--- config.mk ---
export PLATFORM = sky130hd
export DESIGN_NAME = lraol_fallback_cfg
export DESIGN_NICKNAME = d
export VERILOG_FILES = /design/src/core/lra_ol_pkg.sv /design/src/core/lra_ol_period_timer.sv /design/src/core/lra_ol_fallback_cfg.sv
export SDC_FILE = /design/constraint.sdc
export NUM_CORES = 1
export LEC_CHECK = 0
export BUFFER_PORTS_ARGS = -buffer_cell sky130_fd_sc_hd__buf_2
export CAP_MARGIN = 15
export CORE_UTILIZATION = 50
export CTS_CLUSTER_SIZE = 8
export DETAILED_ROUTE_END_ITERATION = 8
export GPL_TIMING_DRIVEN = 0
export PLACE_DENSITY = 0.66
export SYNTH_ARGS = -nofsm -noshare
export SYNTH_HDL_FRONTEND = slang
export SYNTH_SLANG_ARGS = --single-unit
--- constraint.sdc ---
create_clock -name mclk -period 5.72 [get_ports mclk]
set_clock_uncertainty 0.15 [all_clocks]
set_input_delay 0.858 -clock mclk [delete_from_list [all_inputs] [get_ports mclk]]
set_output_delay 0.858 -clock mclk [all_outputs]
set_load 0.02 [all_outputs]
--- src/core/lra_ol_pkg.sv ---
/*
 Package for the open-loop fallback and calibration timing block:
 register offsets, field positions, reset values, timing constants, carriers.
 Assumes a 100 MHz mclk and an 8-bit register port from the serial bus front end.
*/
package lraol_pkg;
	localparam int unsigned CLK_HZ = 100_000_000;
	// Register offsets
	localparam logic [7:0] CAL_DUR_ADDR   = 8'h2A;
	localparam logic [7:0] FALLBACK_ADDR  = 8'h2C;
	localparam logic [7:0] PERIOD_HI_ADDR = 8'h2E;
	localparam logic [7:0] PERIOD_LO_ADDR = 8'h2F;
	// Reset values
	localparam logic [7:0] CAL_DUR_RST    = 8'h02;
	localparam logic [7:0] FALLBACK_RST   = 8'h00;
	localparam logic [7:0] PERIOD_HI_RST  = 8'h00;
	localparam logic [7:0] PERIOD_LO_RST  = 8'hC6;
	// Field positions
	localparam int unsigned FB_ENABLE_BIT  = 7;
	localparam int unsigned FB_COUNT_LSB   = 5;
	localparam int unsigned WAVE_SEL_BIT   = 0;
	// Calibration durations in ms per code
	localparam int unsigned CAL_MS_0 = 250;
	localparam int unsigned CAL_MS_1 = 500;
	localparam int unsigned CAL_MS_2 = 1000;
	localparam logic [1:0] CAL_CODE_TRIG = 2'h3;
	// Time base of the period unit: 24.615 us, held in ps
	localparam int unsigned PERIOD_UNIT_PS = 24_615_000;
	localparam int unsigned CLK_PERIOD_PS  = 1_000_000_000 / (CLK_HZ / 1000);
	localparam int unsigned PERIOD_UNIT_CYC = PERIOD_UNIT_PS / CLK_PERIOD_PS;
	// Fallback attempt base: code 0 means 3 attempts
	localparam logic [2:0] FB_ATTEMPT_BASE = 3'h3;
	// Measurement settle after every calibration, timed or trigger-cancelled, in us
	localparam int unsigned MEAS_US = 2000;

	typedef enum logic
	{
		LRAOL_SQUARE,
		LRAOL_SINE
	} lraol_wave_type;

	// Drive settings handed to the output stage
	typedef struct packed
	{
		logic           openLoop;
		lraol_wave_type wave;
		logic [9:0]     period;
	} lraol_drive_type;
endpackage

--- src/core/lra_ol_period_timer.sv ---
/*
 Open-loop period timer: counts unit ticks and pulses at the end of each
 drive cycle. Assumes a one-cycle unit tick enable from the parent.
*/
`timescale 1ns/1ns
`default_nettype none
module lraol_period_timer
#(
	parameter int unsigned WIDTH = 10
)
(
	input  wire logic             mclk,
	input  wire logic             rst,
	input  wire logic             run,
	input  wire logic             unitTick,
	input  wire logic [WIDTH-1:0] period,
	output logic                  cycleEnd
);
	logic [WIDTH-1:0] count_q;

	// A one-bit counter cannot tell a period of one unit from a stopped timer
	if (WIDTH < 2)
	begin : g_badWidth
		$error("WIDTH too small");
	end

	// Counts units in the current drive cycle; a zero period never ends
	always_ff @(posedge mclk or posedge rst)
	begin
		if (rst)
			count_q <= '0;
		else if (!run)
			count_q <= '0;
		else if (unitTick)
		begin
			if (count_q + WIDTH'(1) >= period)
				count_q <= '0;
			else
				count_q <= count_q + WIDTH'(1);
		end
	end

	assign cycleEnd = run && unitTick && (period != '0) && (count_q + WIDTH'(1) >= period);
endmodule // lraol_period_timer
`default_nettype wire

--- src/core/lra_ol_fallback_cfg.sv ---
/*
 Calibration timing and open-loop fallback control of the haptic driver.
 Assumes an 8-bit register port from the serial bus front end, a zero-cross
 result strobe from the back-EMF logic, and trigger pulses from the sequencer.
*/
// Overview of operation
// - Codes 0..2 time calibration 250/500/1000 ms.
// - Code 3: start begins, trigger ends calibration.
// - After cancel trigger, measurements run, then done.
// - Enabled fallback switches open loop after failures.
// - Attempt code 0..3 means 3..6 failures.
// - Fallback drive is always square.
// - Open loop shape bit: 0 square, 1 sine.
// - Period is 10-bit setting times 24.615 us.
`timescale 1ns/1ns
`default_nettype none
module lraol_fallback_cfg
#(
	parameter int unsigned CAL_MS_0_CYC = lraol_pkg::CAL_MS_0 * (lraol_pkg::CLK_HZ / 1000),
	parameter int unsigned CAL_MS_1_CYC = lraol_pkg::CAL_MS_1 * (lraol_pkg::CLK_HZ / 1000),
	parameter int unsigned CAL_MS_2_CYC = lraol_pkg::CAL_MS_2 * (lraol_pkg::CLK_HZ / 1000),
	parameter int unsigned MEAS_CYC     = lraol_pkg::MEAS_US * (lraol_pkg::CLK_HZ / 1000000)
)
(
	input  wire logic                      mclk,
	input  wire logic                      rst,
	input  wire logic                      regWrite,
	input  wire logic [7:0]                regAddr,
	input  wire logic [7:0]                regWdata,
	output logic [7:0]                     regRdata,
	input  wire logic                      calStart,
	input  wire logic                      calTrigger,
	input  wire logic                      openLoopReq,
	input  wire logic                      driveActive,
	input  wire logic                      zeroCrossValid,
	input  wire logic                      zeroCrossFail,
	output logic                           calBusy,
	output logic                           calMeasure,
	output logic                           calDone,
	output lraol_pkg::lraol_drive_type     drive,
	output logic                           cycleEnd
);
	localparam int unsigned UNIT_CYC = lraol_pkg::PERIOD_UNIT_CYC;
	localparam int unsigned CNT_W = 32;

	typedef enum logic [1:0] {CAL_IDLE, CAL_TIMED, CAL_TRIG, CAL_MEAS} lraol_cal_type;

	logic [7:0]    calDur_q, fallback_q, periodHi_q, periodLo_q;
	logic          hiPending_q;
	logic [9:0]    period_q;
	logic [2:0]    failCount_q;
	logic          fellBack_q;
	lraol_cal_type calState_q;
	logic [CNT_W-1:0] calCount_q;
	logic [$clog2(UNIT_CYC+1)-1:0] unitCount_q;
	logic [CNT_W-1:0] calLimit;
	logic [2:0]    failLimit;
	logic          unitTick;
	logic          openLoop;
	logic [7:0]    calDurData;

	// A count that rounds to zero would stall the divider or the sequencer
	if (UNIT_CYC < 1 || MEAS_CYC < 1 ||
		CAL_MS_0_CYC < 1 || CAL_MS_1_CYC < 1 || CAL_MS_2_CYC < 1)
	begin : g_badTiming
		$error("Bad timing counts");
	end

	// Decode used by write and read paths
	function automatic logic hit(input logic [7:0] a, input logic [7:0] o);
		return a == o;
	endfunction

	// Register writes; reserved bits stored as written
	always_ff @(posedge mclk or posedge rst)
	begin
		if (rst)
		begin
			calDur_q    <= lraol_pkg::CAL_DUR_RST;
			fallback_q  <= lraol_pkg::FALLBACK_RST;
			periodHi_q  <= lraol_pkg::PERIOD_HI_RST;
			periodLo_q  <= lraol_pkg::PERIOD_LO_RST;
		end
		else if (regWrite)
		begin
			if (hit(regAddr, lraol_pkg::CAL_DUR_ADDR))
				calDur_q <= regWdata;
			if (hit(regAddr, lraol_pkg::FALLBACK_ADDR))
				fallback_q <= regWdata;
			if (hit(regAddr, lraol_pkg::PERIOD_HI_ADDR))
				periodHi_q <= regWdata;
			if (hit(regAddr, lraol_pkg::PERIOD_LO_ADDR))
				periodLo_q <= regWdata;
		end
	end

	// Upper byte alone is held back until the lower byte completes the pair
	always_ff @(posedge mclk or posedge rst)
	begin
		if (rst)
			hiPending_q <= 1'b0;
		else if (regWrite && hit(regAddr, lraol_pkg::PERIOD_HI_ADDR))
			hiPending_q <= 1'b1;
		else if (regWrite && hit(regAddr, lraol_pkg::PERIOD_LO_ADDR))
			hiPending_q <= 1'b0;
	end

	// Active period taken only at a cycle boundary or while not driving open loop
	always_ff @(posedge mclk or posedge rst)
	begin
		if (rst)
			period_q <= {lraol_pkg::PERIOD_HI_RST[1:0], lraol_pkg::PERIOD_LO_RST};
		else if (!hiPending_q && (cycleEnd || !openLoop || !driveActive))
			period_q <= {periodHi_q[1:0], periodLo_q};
	end

	assign calDurData = calDur_q;

	// Read mux; unmapped offsets read zero
	always_comb
	begin
		regRdata = 8'h00;
		if (hit(regAddr, lraol_pkg::CAL_DUR_ADDR))
			regRdata = calDurData;
		else if (hit(regAddr, lraol_pkg::FALLBACK_ADDR))
			regRdata = fallback_q;
		else if (hit(regAddr, lraol_pkg::PERIOD_HI_ADDR))
			regRdata = periodHi_q;
		else if (hit(regAddr, lraol_pkg::PERIOD_LO_ADDR))
			regRdata = periodLo_q;
	end

	// Duration per code
	always_comb
	begin
		unique case (calDur_q[1:0])
			2'h0: calLimit = CNT_W'(CAL_MS_0_CYC);
			2'h1: calLimit = CNT_W'(CAL_MS_1_CYC);
			2'h2: calLimit = CNT_W'(CAL_MS_2_CYC);
			2'h3: calLimit = '0;
		endcase
	end

	// Calibration sequence; trigger mode waits for the cancel trigger
	always_ff @(posedge mclk or posedge rst)
	begin
		if (rst)
		begin
			calState_q <= CAL_IDLE;
			calCount_q <= '0;
		end
		else
		begin
			unique case (calState_q)
				CAL_IDLE:
					if (calStart)
					begin
						calCount_q <= '0;
						calState_q <= (calDur_q[1:0] == lraol_pkg::CAL_CODE_TRIG) ?
							CAL_TRIG : CAL_TIMED;
					end
				CAL_TIMED:
					if (calCount_q + CNT_W'(1) >= calLimit)
					begin
						calCount_q <= '0;
						calState_q <= CAL_MEAS;
					end
					else
						calCount_q <= calCount_q + CNT_W'(1);
				CAL_TRIG:
					// Early cancel is the host's risk: length is not policed here
					if (calTrigger)
					begin
						calCount_q <= '0;
						calState_q <= CAL_MEAS;
					end
				CAL_MEAS:
					if (calCount_q + CNT_W'(1) >= CNT_W'(MEAS_CYC))
					begin
						calCount_q <= '0;
						calState_q <= CAL_IDLE;
					end
					else
						calCount_q <= calCount_q + CNT_W'(1);
			endcase
		end
	end

	// Done pulse marks the end of the measurement step
	always_ff @(posedge mclk or posedge rst)
	begin
		if (rst)
			calDone <= 1'b0;
		else
			calDone <= (calState_q == CAL_MEAS) &&
				(calCount_q + CNT_W'(1) >= CNT_W'(MEAS_CYC));
	end

	assign calBusy    = calState_q != CAL_IDLE;
	assign calMeasure = calState_q == CAL_MEAS;

	// Attempt code maps to 3..6 consecutive failures
	assign failLimit = lraol_pkg::FB_ATTEMPT_BASE +
		{1'b0, fallback_q[lraol_pkg::FB_COUNT_LSB +: 2]};

	// Consecutive failure counter; a good crossing restarts the count
	always_ff @(posedge mclk or posedge rst)
	begin
		if (rst)
		begin
			failCount_q <= '0;
			fellBack_q  <= 1'b0;
		end
		else if (!driveActive || !fallback_q[lraol_pkg::FB_ENABLE_BIT])
		begin
			failCount_q <= '0;
			fellBack_q  <= 1'b0;
		end
		else if (zeroCrossValid)
			failCount_q <= '0;
		else if (zeroCrossFail && !fellBack_q)
		begin
			if (failCount_q + 3'h1 >= failLimit)
				fellBack_q <= 1'b1;
			failCount_q <= failCount_q + 3'h1;
		end
	end

	// Unit tick divider for the 24.615 us period base
	always_ff @(posedge mclk or posedge rst)
	begin
		if (rst)
			unitCount_q <= '0;
		else if (unitTick)
			unitCount_q <= '0;
		else
			unitCount_q <= unitCount_q + 1'b1;
	end

	assign unitTick = unitCount_q == ($bits(unitCount_q))'(UNIT_CYC - 1);
	assign openLoop = openLoopReq || fellBack_q;

	lraol_period_timer #(.WIDTH(10)) periodTimer
	(
		.mclk     (mclk),
		.rst      (rst),
		.run      (openLoop && driveActive),
		.unitTick (unitTick),
		.period   (period_q),
		.cycleEnd (cycleEnd)
	);

	// Drive selection: fallback forces square, else the shape bit
	always_ff @(posedge mclk or posedge rst)
	begin
		if (rst)
			drive <= '{openLoop: 1'b0, wave: lraol_pkg::LRAOL_SQUARE,
				period: {lraol_pkg::PERIOD_HI_RST[1:0], lraol_pkg::PERIOD_LO_RST}};
		else
		begin
			drive.openLoop <= openLoop;
			drive.period   <= period_q;
			if (fellBack_q)
				drive.wave <= lraol_pkg::LRAOL_SQUARE;
			else
				drive.wave <= lraol_pkg::lraol_wave_type'(
					fallback_q[lraol_pkg::WAVE_SEL_BIT]);
		end
	end
endmodule // lraol_fallback_cfg
`default_nettype wire

# Yosys cells after proc, flatten, opt, wreduce, memory -nomap -nowiden
# Cells that the tools add are included.
# totals
ff_bits	116
# classes
addsub	5
n_lt_le_gt_ge	4
n_eq_ne	17
n_mux	30
n_reduce_logical	33
# op_table
operator	n
$pmux W32 S4	2
$mux W32	4
$add A32 B1 Y32 const B	1
$eq A8 B6 Y1 const B	4
$ge A32 B18 Y1 const B	1
$ge A32 B32 Y1	1
$mux W8	4
$mux W10	3
$add A12 B1 Y12 const B	1
$eq A12 B12 Y1 const B	1
$mux W12	1
$add A10 B1 Y10 const B	1
$ge A10 B10 Y1	1
$mux W2	5
$reduce_and A2 Y1	5
$reduce_bool A10 Y1	1
$logic_and A1 B1 Y1	9
$mux W3	3
$eq A2 B2 Y1 const B	4
$ne A2 B2 Y1 const B	4
$pmux W2 S4	1
$reduce_bool A2 Y1	4
$mux W1	7
$logic_not A1 Y1	5
other kinds (10)	16

# Depth between registers and ports, before layout
# Gate-level depths: netlist of run 1.
# depth
word_depth	8
mapped_depth	20

# Modules after synthesis
# From an unflattened synthesis of run 1, not the netlist that was laid out.
# hier_totals
cells_unflattened	744
hier_area_um2	7235.7
# by_module_without_submodules
mod	n_inst	cells_each	area_each_um2
lraol_fallback_cfg	1	635	6283.5
lraol_period_timer	1	109	952.2

# Worst setup path after synthesis of run 1
# Ideal clock, no wire load.
# synth_timing
kind	reg-to-reg
start	register calCount_q[0]
end	register calCount_q[10]
setup_ns	0.121
t_arrival_ns	3.986
required_ns	5.449
setup_slack_ns	1.463
stages_incl_launch_ff	19
n_path_buf	3
period_less_slack_ns	4.257
path_cell_list	dfrtp_1 -> ha_1 -> clkbuf_1 -> nand4_1 -> nor4_1 -> clkbuf_1 -> nor3b_1 -> xor2_1 -> ha_1 -> nand3_1 -> nor2_1 -> nand4_1 -> a2111oi_0 -> a2bb2oi_1 -> and4b_1 -> a32o_2 -> and2b_2 -> buf_6 -> a22o_1
# synth_between
elab_chain_len	4
word_cells_on_any_way	6
# synth_rtl
item	line_no	source
start: declaration	lra_ol_fallback_cfg.sv:54	logic [CNT_W-1:0] calCount_q;
start signal: assignment	lra_ol_fallback_cfg.sv:169	calCount_q <= calCount_q + CNT_W'(1);
start signal: assignment	lra_ol_fallback_cfg.sv:184	calCount_q <= calCount_q + CNT_W'(1);
$add A32 B1 Y32 *	--	
$ge A32 B18 Y1 / $ge A32 B32 Y1 (equally long branches)	lra_ol_fallback_cfg.sv:178, lra_ol_fallback_cfg.sv:163	
$mux W32, on equally long branches	lra_ol_fallback_cfg.sv:178, lra_ol_fallback_cfg.sv:163	
$pmux W32 S4 *	lra_ol_fallback_cfg.sv:154	unique case (calState_q)
# Mark *: on every way between the ends. The rest lies on a longest branch, timed or not.
# A chain may end at the register's enable or synchronous reset.

# Worst setup path after layout of run 1
# layout_timing
start	register calCount_q[0]
end	register calCount_q[3]
# Same word-level chain as after synthesis.

==> results.md, run 1 <==
- Status: complete, no violations
- # DRC: 0
- Worst reg-to-reg setup slack: roughly 350 ps
- Final setup fails: 0
- Critical R2R Launch: calCount_q[0]$_DFFE_PP0P_
- Tmin final: 5370 ps
- Initial Util: 51.8%
- Drt wl/cell: 17.0 um
- Fin crit share: a little over nine tenths
- Final wirelength: between 15 and 20 mm
- Via density: slightly below 6
- Post-CTS Resized: 0
- GP Congestion: 0.912
- Initial antenna violation count: 0
- Largest net degree at the start of global routing: 91
- Clock buffer depth: 2
- Min-delay src: period_q[2]$_DFFE_PP1P_
- Clock Sinks: 116
- Register area share after synthesis: 40.1%
- Syn Nets: roughly 860
- Syn avg cell area: 9.31 um2
- Worst Hold Path EP: drive[2]$_DFF_PP1_
- # H-tree levels: 4
- Synth top area cells: dfrtp_1 (35%), ha_1 (8.3%), mux2_2 (5.3%), dfstp_2 (4.7%), nand2_1 (4.3%)
- Synth Warn #: 0
- Final hold violation count: 0
- Ys async rst share: 100%
- Ant diodes: 0
- Synth top area share: 35.4%
- Leak Pwr: 3.88 nW
- First-pass GRT wire length: 29.2 mm
- Switching Share: between 30% and 40%
- DP HPWL: 12.7 mm
- Max VDD drop: 0.243 mV
- #FFs+latches synth: about 120
- R2R cell count: 19
- Critical Path AT: 5530 ps
- Number of synthesized flops with an enable pin: 0
- Clk slew on worst S/H paths: 60 ps
- Synth Flop Type: dfrtp_1
- Via count: 6115
- Die ar.: between 15000 and 20000 um2
- Num CTS Buffers: 17
- Drt first pass iters: 6
- IO Count: 49
- WS Path Type: flip-flop to flip-flop
- GRT Overall Usage: between 20% and 30%
- Worst r2r dst: calCount_q[3]$_DFFE_PP0P_
- Max cap viols: 0
- Final WS setup: 345 ps
- Post-synth cell types: 64
- Cell Int Power: 1.82 mW
- Die Y: ~120 um
- Post-CTS Setup Bufs: 0
- Total gr overflow: 0
- Part of the power in the clock network: 42.9%
- FP Rows: 43
- Crit path launch type: flip-flop
- Most frequent cells in the layout: dfrtp_1 (103), nand2_1 (83), nor2_1 (59), buf_2 (55), ha_1 (48)
- RSZ-0062 raised after global routing: false
- # fillers: 1226
- # placed instances: between 1000 and 1500
- Vias in the first global route: 5942
- Most common library cell in the layout ignoring fill and taps: dfrtp_1
- Worst endpoint required time: between 5000 and 6000 ps
- Multi-input gate area: between 3000 and 4000 um2
- Syn Inst Count: approximately 780
- Port buffer count: 48
- Seq pwr share: 34.6%
- Sequential Area: 2920 um2
- Relative slew margins: around 27%
- Worst skew pair latency: 420 ps
- Iteration-0 DRC Markers: 403
- Cell taking the most area after synthesis: dfrtp_1
- Hold Buf Count CTS: 0
- Place WS: 449 ps
- Comb pwr share: 22.5%
- Area growth from synthesis to layout: 15.6%
- Final nets: 925
- Clk root buf: clkbuf_16
- CP max FO: 10
- Worst Tran Pin Value: 1090 ps
- PwrDens: 310 nW/um2
- CORE AREA: 14000 um2
- Hold Crit Depth: 0
- Antenna viol nets, final: 0
- Final cell count without fillers: 1045
- Sw Pwr: 0.789 mW
- Hold Crit Class: flip-flop to flip-flop
- Worst setup EP type: flip-flop
- Share of cells above drive strength 1: 17.3%
- CTS tree: done
- Die span in x: 123 um
- Final Max Slew Viols: 0
- Syn Std Cell Area: 7280 um2
- Fmax achieved: 186 MHz
- Setup tns final: 0 ps
- Worst hold slack: 233 ps
## routing by layer
metal  up-vias  wire length, um  track usage [%]
met3        39              808             4.55
li1       2927                -                -
met1      2962             8440             34.5
met4         0              407             10.4
met5         -                0                0
met2       187             8100             39.7
## power by group through the flow
stage / registers (mW) / clock network [mW] / logic [mW]
after detailed placement: 0.915 / 0 / 0.582
after global placement: 0.911 / 0 / 0.569
final: 0.901 / 1.12 / 0.587
after CTS: 0.901 / 1.13 / 0.587
after floorplan: 0.913 / 0 / 0.393
after global routing: 0.907 / 1.16 / 0.645
## cell type report
| type | count | share of cell area, % |
|---|---|---|
| buffer | 51 | 2.76 |
| timing repair buffer | 51 | 3.30 |
| multi-input combinational | 578 | 47.5 |
| clock inverter | 7 | 1.41 |
| sequential | 116 | 34.7 |
| tap | 180 | 2.68 |
| inverter | 37 | 1.71 |
| clock buffer | 25 | 6.00 |
## how the worst max path moves through the flow
stage	start	endpoint	slack (ps)	cells past startpoint
floorplan	calCount_q[0]$_DFFE_PP0P_	calCount_q[10]$_DFFE_PP0P_	1460	18
global placement	rst	calDurData[6]$_DFFE_PP0P_	310	2
detailed placement	calCount_q[0]$_DFFE_PP0P_	calCount_q[20]$_DFFE_PP0P_	450	19
CTS	calCount_q[0]$_DFFE_PP0P_	calCount_q[24]$_DFFE_PP0P_	400	19
global route	calCount_q[0]$_DFFE_PP0P_	calCount_q[10]$_DFFE_PP0P_	40	19
finish	calCount_q[0]$_DFFE_PP0P_	calCount_q[3]$_DFFE_PP0P_	350	19
## logic make-up after synthesis
kind of cell	share of synthesized area [%]
and+or+nand+nor	19.5
AOI/OAI and AO/OA	14.8
DFF	40.1
buffers and inverters	5.10
adders and majority gates	8.25
xor gates and xnor gates	5.53
muxes	6.65
## worst max-delay path: stages, from the launching register on
cell	delay [ps]
dfrtp_1	430
ha_1	170
clkbuf_1	300
nand4_1	410
nor4_1	430
clkbuf_1	440
nand3_1	160
xor2_1	300
inv_1	80
ha_1	310
nand4_1	100
nor2_1	170
nand4_1	160
a2111oi_0	370
a2bb2oi_1	150
and4b_1	220
a32o_2	270
and2b_2	270
buf_6	160
a22o_1	190
## flip-flops by register name (all words and copies together), names as in the netlist
| register | count |
|---|---|
| calCount_q | 32 |
| drive | 12 |
| unitCount_q | 12 |
| periodTimer.count_q | 10 |
| period_q | 10 |
| calDurData | 8 |
| fallback_q | 8 |
| periodHi_q | 8 |
| periodLo_q | 8 |
| failCount_q | 3 |
| calState_q | 2 |
| calDone | 1 |
| fellBack_q | 1 |
| hiPending_q | 1 |
## per-stage QoR
step / utilization [%] / cell area [um2] / total power [mW]
final: 59.9 / 8420 / 2.61
after global placement: 55.2 / 7740 / 1.48
after detailed placement: 55.5 / 7790 / 1.50
after global routing: 59.9 / 8420 / 2.72
after floorplan: - / 7280 / 1.31
after CTS: 59.9 / 8410 / 2.62
## synthesized netlist by cell type (all sizes together), types with 2 or more instances
cell type / instances
nor4b: 4
nor3: 14
nor4: 8
o2bb2ai: 3
dfrtp: 103
or2: 2
nor3b: 7
o21ai: 42
or3: 3
and3: 12
and4: 4
nand3b: 2
or4: 5
nand3: 36
nand4: 15
nor2: 59
o311ai: 10
xnor2: 32
ha: 48
a21o: 15
a21oi: 24
mux2: 35
nand2b: 13
mux2i: 9
o211ai: 2
o211a: 2
a211oi: 5
nor2b: 4
o31a: 2
a2111oi: 3
and4b: 2
a31oi: 2
and2: 10
a22o: 27
xor2: 14
nand2: 83
buf: 15
inv: 37
dfstp: 13
clkbuf: 36
o22ai: 3
o21a: 3
No activity file was read; power rests on OpenSTA's default activity.
==> run 2: changes to the inputs <==
CORE_UTILIZATION = 45   (was 50)
PLACE_DENSITY = 0.6   (was 0.66)
==> results.md, run 2 (synthesized netlist as in run 1, its figures left out) <==
- Status: complete, no violations
- Total power draw: 2.54 mW
- Max VDD drop: 0.263 mV
- Largest Register: calCount_q
- Ant diodes: 0
- Largest net degree at the start of global routing: 89
- Relative slew margins: 33.7%
- FP Rows: 46
- Die span in x: 129 um
- Hold Buf Count CTS: 0
- Final hold violation count: 0
- Die ar.: 16700 um2
- Clock buffer depth: 2
- Sequential Area: 2920 um2
- # DRC: 0
- PwrDens: 302 nW/um2
- Clk slew on worst S/H paths: 60 ps
- Initial antenna violation count: 0
- Most frequent cells in the layout: dfrtp_1 (103), nand2_1 (83), nor2_1 (59), buf_2 (56), ha_1 (48)
- Clk root buf: clkbuf_16
- Initial Util: a little under half
- Final setup fails: 0
- Port buffer count: 48
- Hold Crit Depth: 0
- Via count: 6007
- Die Y: between 100 and 150 um
- Share of cells above drive strength 1: 17.7%
- Total gr overflow: 0
- WS Path Type: flip-flop to flip-flop
- RSZ-0062 raised after global routing: false
- Crit path launch type: flip-flop
- Post-CTS Setup Bufs: 0
- Critical Path AT: 5400 ps
- # fillers: roughly 1400
- Most common library cell in the layout ignoring fill and taps: dfrtp_1
- Worst endpoint required time: 5870 ps
- Drt first pass iters: 5
- Tmin final: 5250 ps
- CP max FO: 10
- Final nets: 925
- GRT Overall Usage: a little under a quarter
- DP HPWL: 12.9 mm
- Largest regs: calCount_q x32, drive x12, unitCount_q x12
- CTS tree: done
- Setup tns final: 0 ps
- Final Max Slew Viols: 0
- Iteration-0 DRC Markers: 332
- Multi-input gate area: between 3000 and 4000 um2
- Max FFs per register: 32
- CORE AREA: 15800 um2
- Worst Tran Pin Value: 992 ps
- Num CTS Buffers: 17
- Post-CTS Resized: 0
- Hold Crit Class: flip-flop to flip-flop
- # H-tree levels: 4
- R2R cell count: 18
- Vias in the first global route: 5770
- Clock Sinks: 116
- Leak Pwr: 3.86 nW
- GP Congestion: 0.929
- Final wirelength: 17.8 mm
- Worst skew pair latency: 420 ps
- Fmax achieved: around 190 MHz
- First-pass GRT wire length: approximately 29 mm
- Via density: 5.56
- Antenna viol nets, final: 0
- IO Count: 49
- Worst setup EP type: flip-flop
- Drt wl/cell: 16.4 um
- Area growth from synthesis to layout: 15.9%
- Fin crit share: 91.7%
- Max cap viols: 0
## run 2: cell types whose count changed in the layout (fill, tap and decap cells not counted)
cell and delta:
clkbuf_1 -3, clkbuf_8 -5, buf_2 +1, inv_8 +2, clkbuf_2 -1, bufinv_16 -1, inv_6 +5, clkinvlp_4 +2
## run 2: worst paths after layout
path	slack (ps)	start	endpoint
worst max register to register	470	calCount_q[0]$_DFFE_PP0P_	calCount_q[3]$_DFFE_PP0P_
worst min register to register	230	period_q[6]$_DFFE_PP1P_	drive[6]$_DFF_PP1_
min in group asynchronous	250	rst	unitCount_q[3]$_DFF_PP0_
worst min-delay path	230	period_q[6]$_DFFE_PP1P_	drive[6]$_DFF_PP1_
worst max-delay path	470	calCount_q[0]$_DFFE_PP0P_	calCount_q[3]$_DFFE_PP0P_
max in group asynchronous	4430	rst	period_q[6]$_DFFE_PP1P_
## run 2: metal layers
metal | GRT usage (%) | vias to the layer above | wire length, um | part of all wire (%)
li1 | - | 2920 | - | -
met1 | 30.4 | 2911 | 8130 | 46
met2 | 37.2 | 151 | 8610 | 48
met3 | 4.58 | 25 | 779 | 4.4
met4 | 6.23 | 0 | 244 | 1.4
met5 | 0 | - | 0 | 0
## run 2: layout make-up
type                            count  area share, %
Sequential cell                   116           34.6
Clock inverter                     15           2.02
Clock buffer                       17           5.04
Tap cell                          216           3.20
Multi-Input combinational cell    578           47.4
Timing Repair Buffer               51           3.29
Buffer                             51           2.76
Inverter                           37           1.71
## run 2: critical path: stages, from the launching register on
cell and delay (ps):
dfrtp_1 440, ha_1 170, clkbuf_1 270, nand4_1 380, nor4_1 360, clkbuf_1 460, nor3b_1 440, xor2_1 140
ha_1 300, nand3_1 100, nor2_1 110, nand4_1 140, a2111oi_0 370, a2bb2oi_1 170, and4b_1 230, a32o_2 250
and2b_2 270, buf_6 160, a22o_1 200
## run 2: per-stage QoR
stage | instances | instance area, um2 | worst slack, ps | util (%) | hold WS [ps]
4_1_cts | 1081 | 8430 | 514 | 53.3 | 226
3_3_place_gp | 1046 | 7790 | 240 | 49.2 | 221
6_report | 1081 | 8430 | 474 | 53.3 | 230
2_1_floorplan | 782 | 7280 | 1460 | - | 211
3_5_place_dp | 1049 | 7840 | 456 | 49.5 | 227
5_1_grt | 1081 | 8430 | 115 | 53.3 | 233
## run 2: report_power, final
group	internal [mW]	switching [mW]
clock network	0.652	0.422
logic	0.205	0.363
registers	0.866	0.0357
total	1.72	0.821
==> run 3: changes to the inputs <==
CAP_MARGIN = 20   (was 15)
GPL_TIMING_DRIVEN = not set   (was 0)
==> results.md, run 3 (synthesized netlist as in run 1, its figures left out) <==
- Status: complete, no violations
- # placed instances: around 1000
- Num CTS Buffers: 17
- DP HPWL: 12.2 mm
- Total gr overflow: 0
- Area growth from synthesis to layout: 12.3%
- Worst Tran Pin Value: 809 ps
- Worst hold slack: 228 ps
- IO Count: between 40 and 50
- Largest regs: calCount_q x32, drive x12, unitCount_q x12
- Drt first pass iters: 5
- Share of cells above drive strength 1: 17.1%
- WL met2: roughly 8.5 mm
- Post-CTS Resized: 0
- # H-tree levels: 4
- Max cap viols: 0
- Fmax achieved: roughly 190 MHz
- Cell Chain, Critical Path: nand3_2 -> or4_1 -> or4_1 -> xnor2_1 -> ha_1 -> nand3_1 -> nor2_1 -> nand4_1 -> a2111oi_0 -> a2bb2oi_1 -> and4b_1 -> a32o_2 -> and2b_2 -> mux2_2
- CP delay by family, top: simple AND/OR/NAND/NOR gates
- RSZ-0062 raised after global routing: false
- Clk slew on worst S/H paths: approximately 50 ps
- Max VDD drop: 0.222 mV
- Critical path startpoint: calCount_q[2]$_DFFE_PP0P_
- Port buffer count: 48
- Placement Cell Area: around 7600 um2
- Most frequent cells in the layout: dfrtp_1 (103), nand2_1 (83), nor2_1 (59), ha_1 (48), buf_2 (48)
- Clock buffer depth: 2
- Worst endpoint required time: 5870 ps
- First-pass GRT wire length: 29.1 mm
- Sw Pwr: 0.734 mW
- Crit path launch type: flip-flop
- Wl on met1: 7.91 mm
- Iteration-0 DRC Markers: 410
- Setup tns final: 0 ps
- Hold Crit Class: flip-flop to flip-flop
- Clock Sinks: 116
- Most common library cell in the layout ignoring fill and taps: dfrtp_1
- Hold Buf Count CTS: 0
- CP max FO: 32
- # DRC: 0
- Largest net degree at the start of global routing: 60
- Final wirelength: 17.3 mm
- Worst reg-to-reg setup slack: 540 ps
- Final instance area: slightly above 8000 um2
- Die span in x: 129 um
- CP most frequent cell: or4_1
- GRT Overall Usage: between 20 and 25%
- Tmin final: between 5000 and 6000 ps
- Antenna viol nets, final: 0
- PwrDens: 292 nW/um2
- Final cell count without fillers: 1035
- Buf+Inv Stages, Crit Path: 0
- Via density: 5.67
- R2R cell count: 14
- Setup crit end: calCount_q[0]$_DFFE_PP0P_
- Worst r2r dst: calCount_q[0]$_DFFE_PP0P_
- Met3 Routed Length: between 600 and 700 um
- Cell Int Power: 1.65 mW
- Seq pwr share: between 30% and 40%
- Final nets: a little under 900
- Worst skew pair latency: 420 ps
- Max FFs per register: 32
- Clk root buf: clkbuf_16
- Worst setup EP type: flip-flop
- Final Max Slew Viols: 0
- Die ar.: 16700 um2
- Switching Share: a little under a third
- Largest Register: calCount_q
- CP max stage cell: or4_1
- Uppermost layer routed: met4
- Fin crit share: 90.6%
- CORE AREA: 15800 um2
- Final setup fails: 0
- Drt wl/cell: 16.7 um
- Relative slew margins: 46.0%
- Via count: 5868
- WS Path Type: flip-flop to flip-flop
- Leak Pwr: 3.75 nW
- Critical Path AT: 5340 ps
- Post-CTS Setup Bufs: 0
- Ant diodes: 0
- Initial antenna violation count: 0
- Final hold violation count: 0
- Die Y: 129 um
- CTS tree: done
- GP Congestion: between 0.8 and 0.9
- Part of the power in the clock network: 41.7%
- Comb pwr share: 20.2%
- CP max stage delay: 720 ps
- Critical R2R Launch: calCount_q[2]$_DFFE_PP0P_
- Vias in the first global route: about 5800
- FP Rows: 46
- Critical Path Stages: 14
- Initial Util: between 40% and 50%
[run 3: worst min path at each step]
stage | startpoint | end | slack (ps) | cells after the start
after detailed placement | period_q[6]$_DFFE_PP1P_ | drive[6]$_DFF_PP1_ | 220 | 0
final | period_q[6]$_DFFE_PP1P_ | drive[6]$_DFF_PP1_ | 230 | 0
after CTS | period_q[6]$_DFFE_PP1P_ | drive[6]$_DFF_PP1_ | 230 | 0
after floorplan | period_q[6]$_DFFE_PP1P_ | drive[6]$_DFF_PP1_ | 210 | 0
after global routing | period_q[6]$_DFFE_PP1P_ | drive[6]$_DFF_PP1_ | 240 | 0
after global placement | period_q[6]$_DFFE_PP1P_ | drive[6]$_DFF_PP1_ | 220 | 0
[run 3: final cells by class]
class                           instances  area, um2
Fill cell                            1476       7650
Multi-Input combinational cell        578       4000
Inverter                               37        141
Sequential cell                       116       2920
Tap cell                              216        270
Timing Repair Buffer                   56        300
Clock buffer                           23        468
Clock inverter                          9       82.6
[run 3: per-layer routing]
layer	vias to the layer above	track usage (%)
met3	16	4.58
met5	-	0
li1	2837	-
met4	0	6.71
met2	128	38.1
met1	2887	28.9
[run 3: stage by stage]
stage | setup slack (ps) | power, mW | utilization, %
2_1_floorplan | 1460 | 1.31 | -
3_3_place_gp | 741 | 1.39 | 48.2
3_5_place_dp | 641 | 1.41 | 48.2
4_1_cts | 623 | 2.41 | 51.7
5_1_grt | 145 | 2.50 | 51.7
6_report | 535 | 2.38 | 51.7
[run 3: power by group through the flow]
| stage | logic (mW) | registers [mW] | clock network (mW) |
|---|---|---|---|
| after floorplan | 0.393 | 0.913 | 0 |
| after global placement | 0.465 | 0.921 | 0 |
| after detailed placement | 0.482 | 0.924 | 0 |
| after CTS | 0.485 | 0.910 | 1.01 |
| after global routing | 0.538 | 0.917 | 1.05 |
| final | 0.481 | 0.910 | 0.994 |
[run 3: worst reg2reg max path, cell delays in order (launching register included)]
cell       delay [ps]
dfrtp_1           550
nand3_2           240
or4_1             720
or4_1             620
xnor2_1           180
ha_1              310
nand3_1           110
nor2_1            110
nand4_1           120
a2111oi_0         450
a2bb2oi_1         120
and4b_1           220
a32o_2            450
and2b_2           430
mux2_2            300
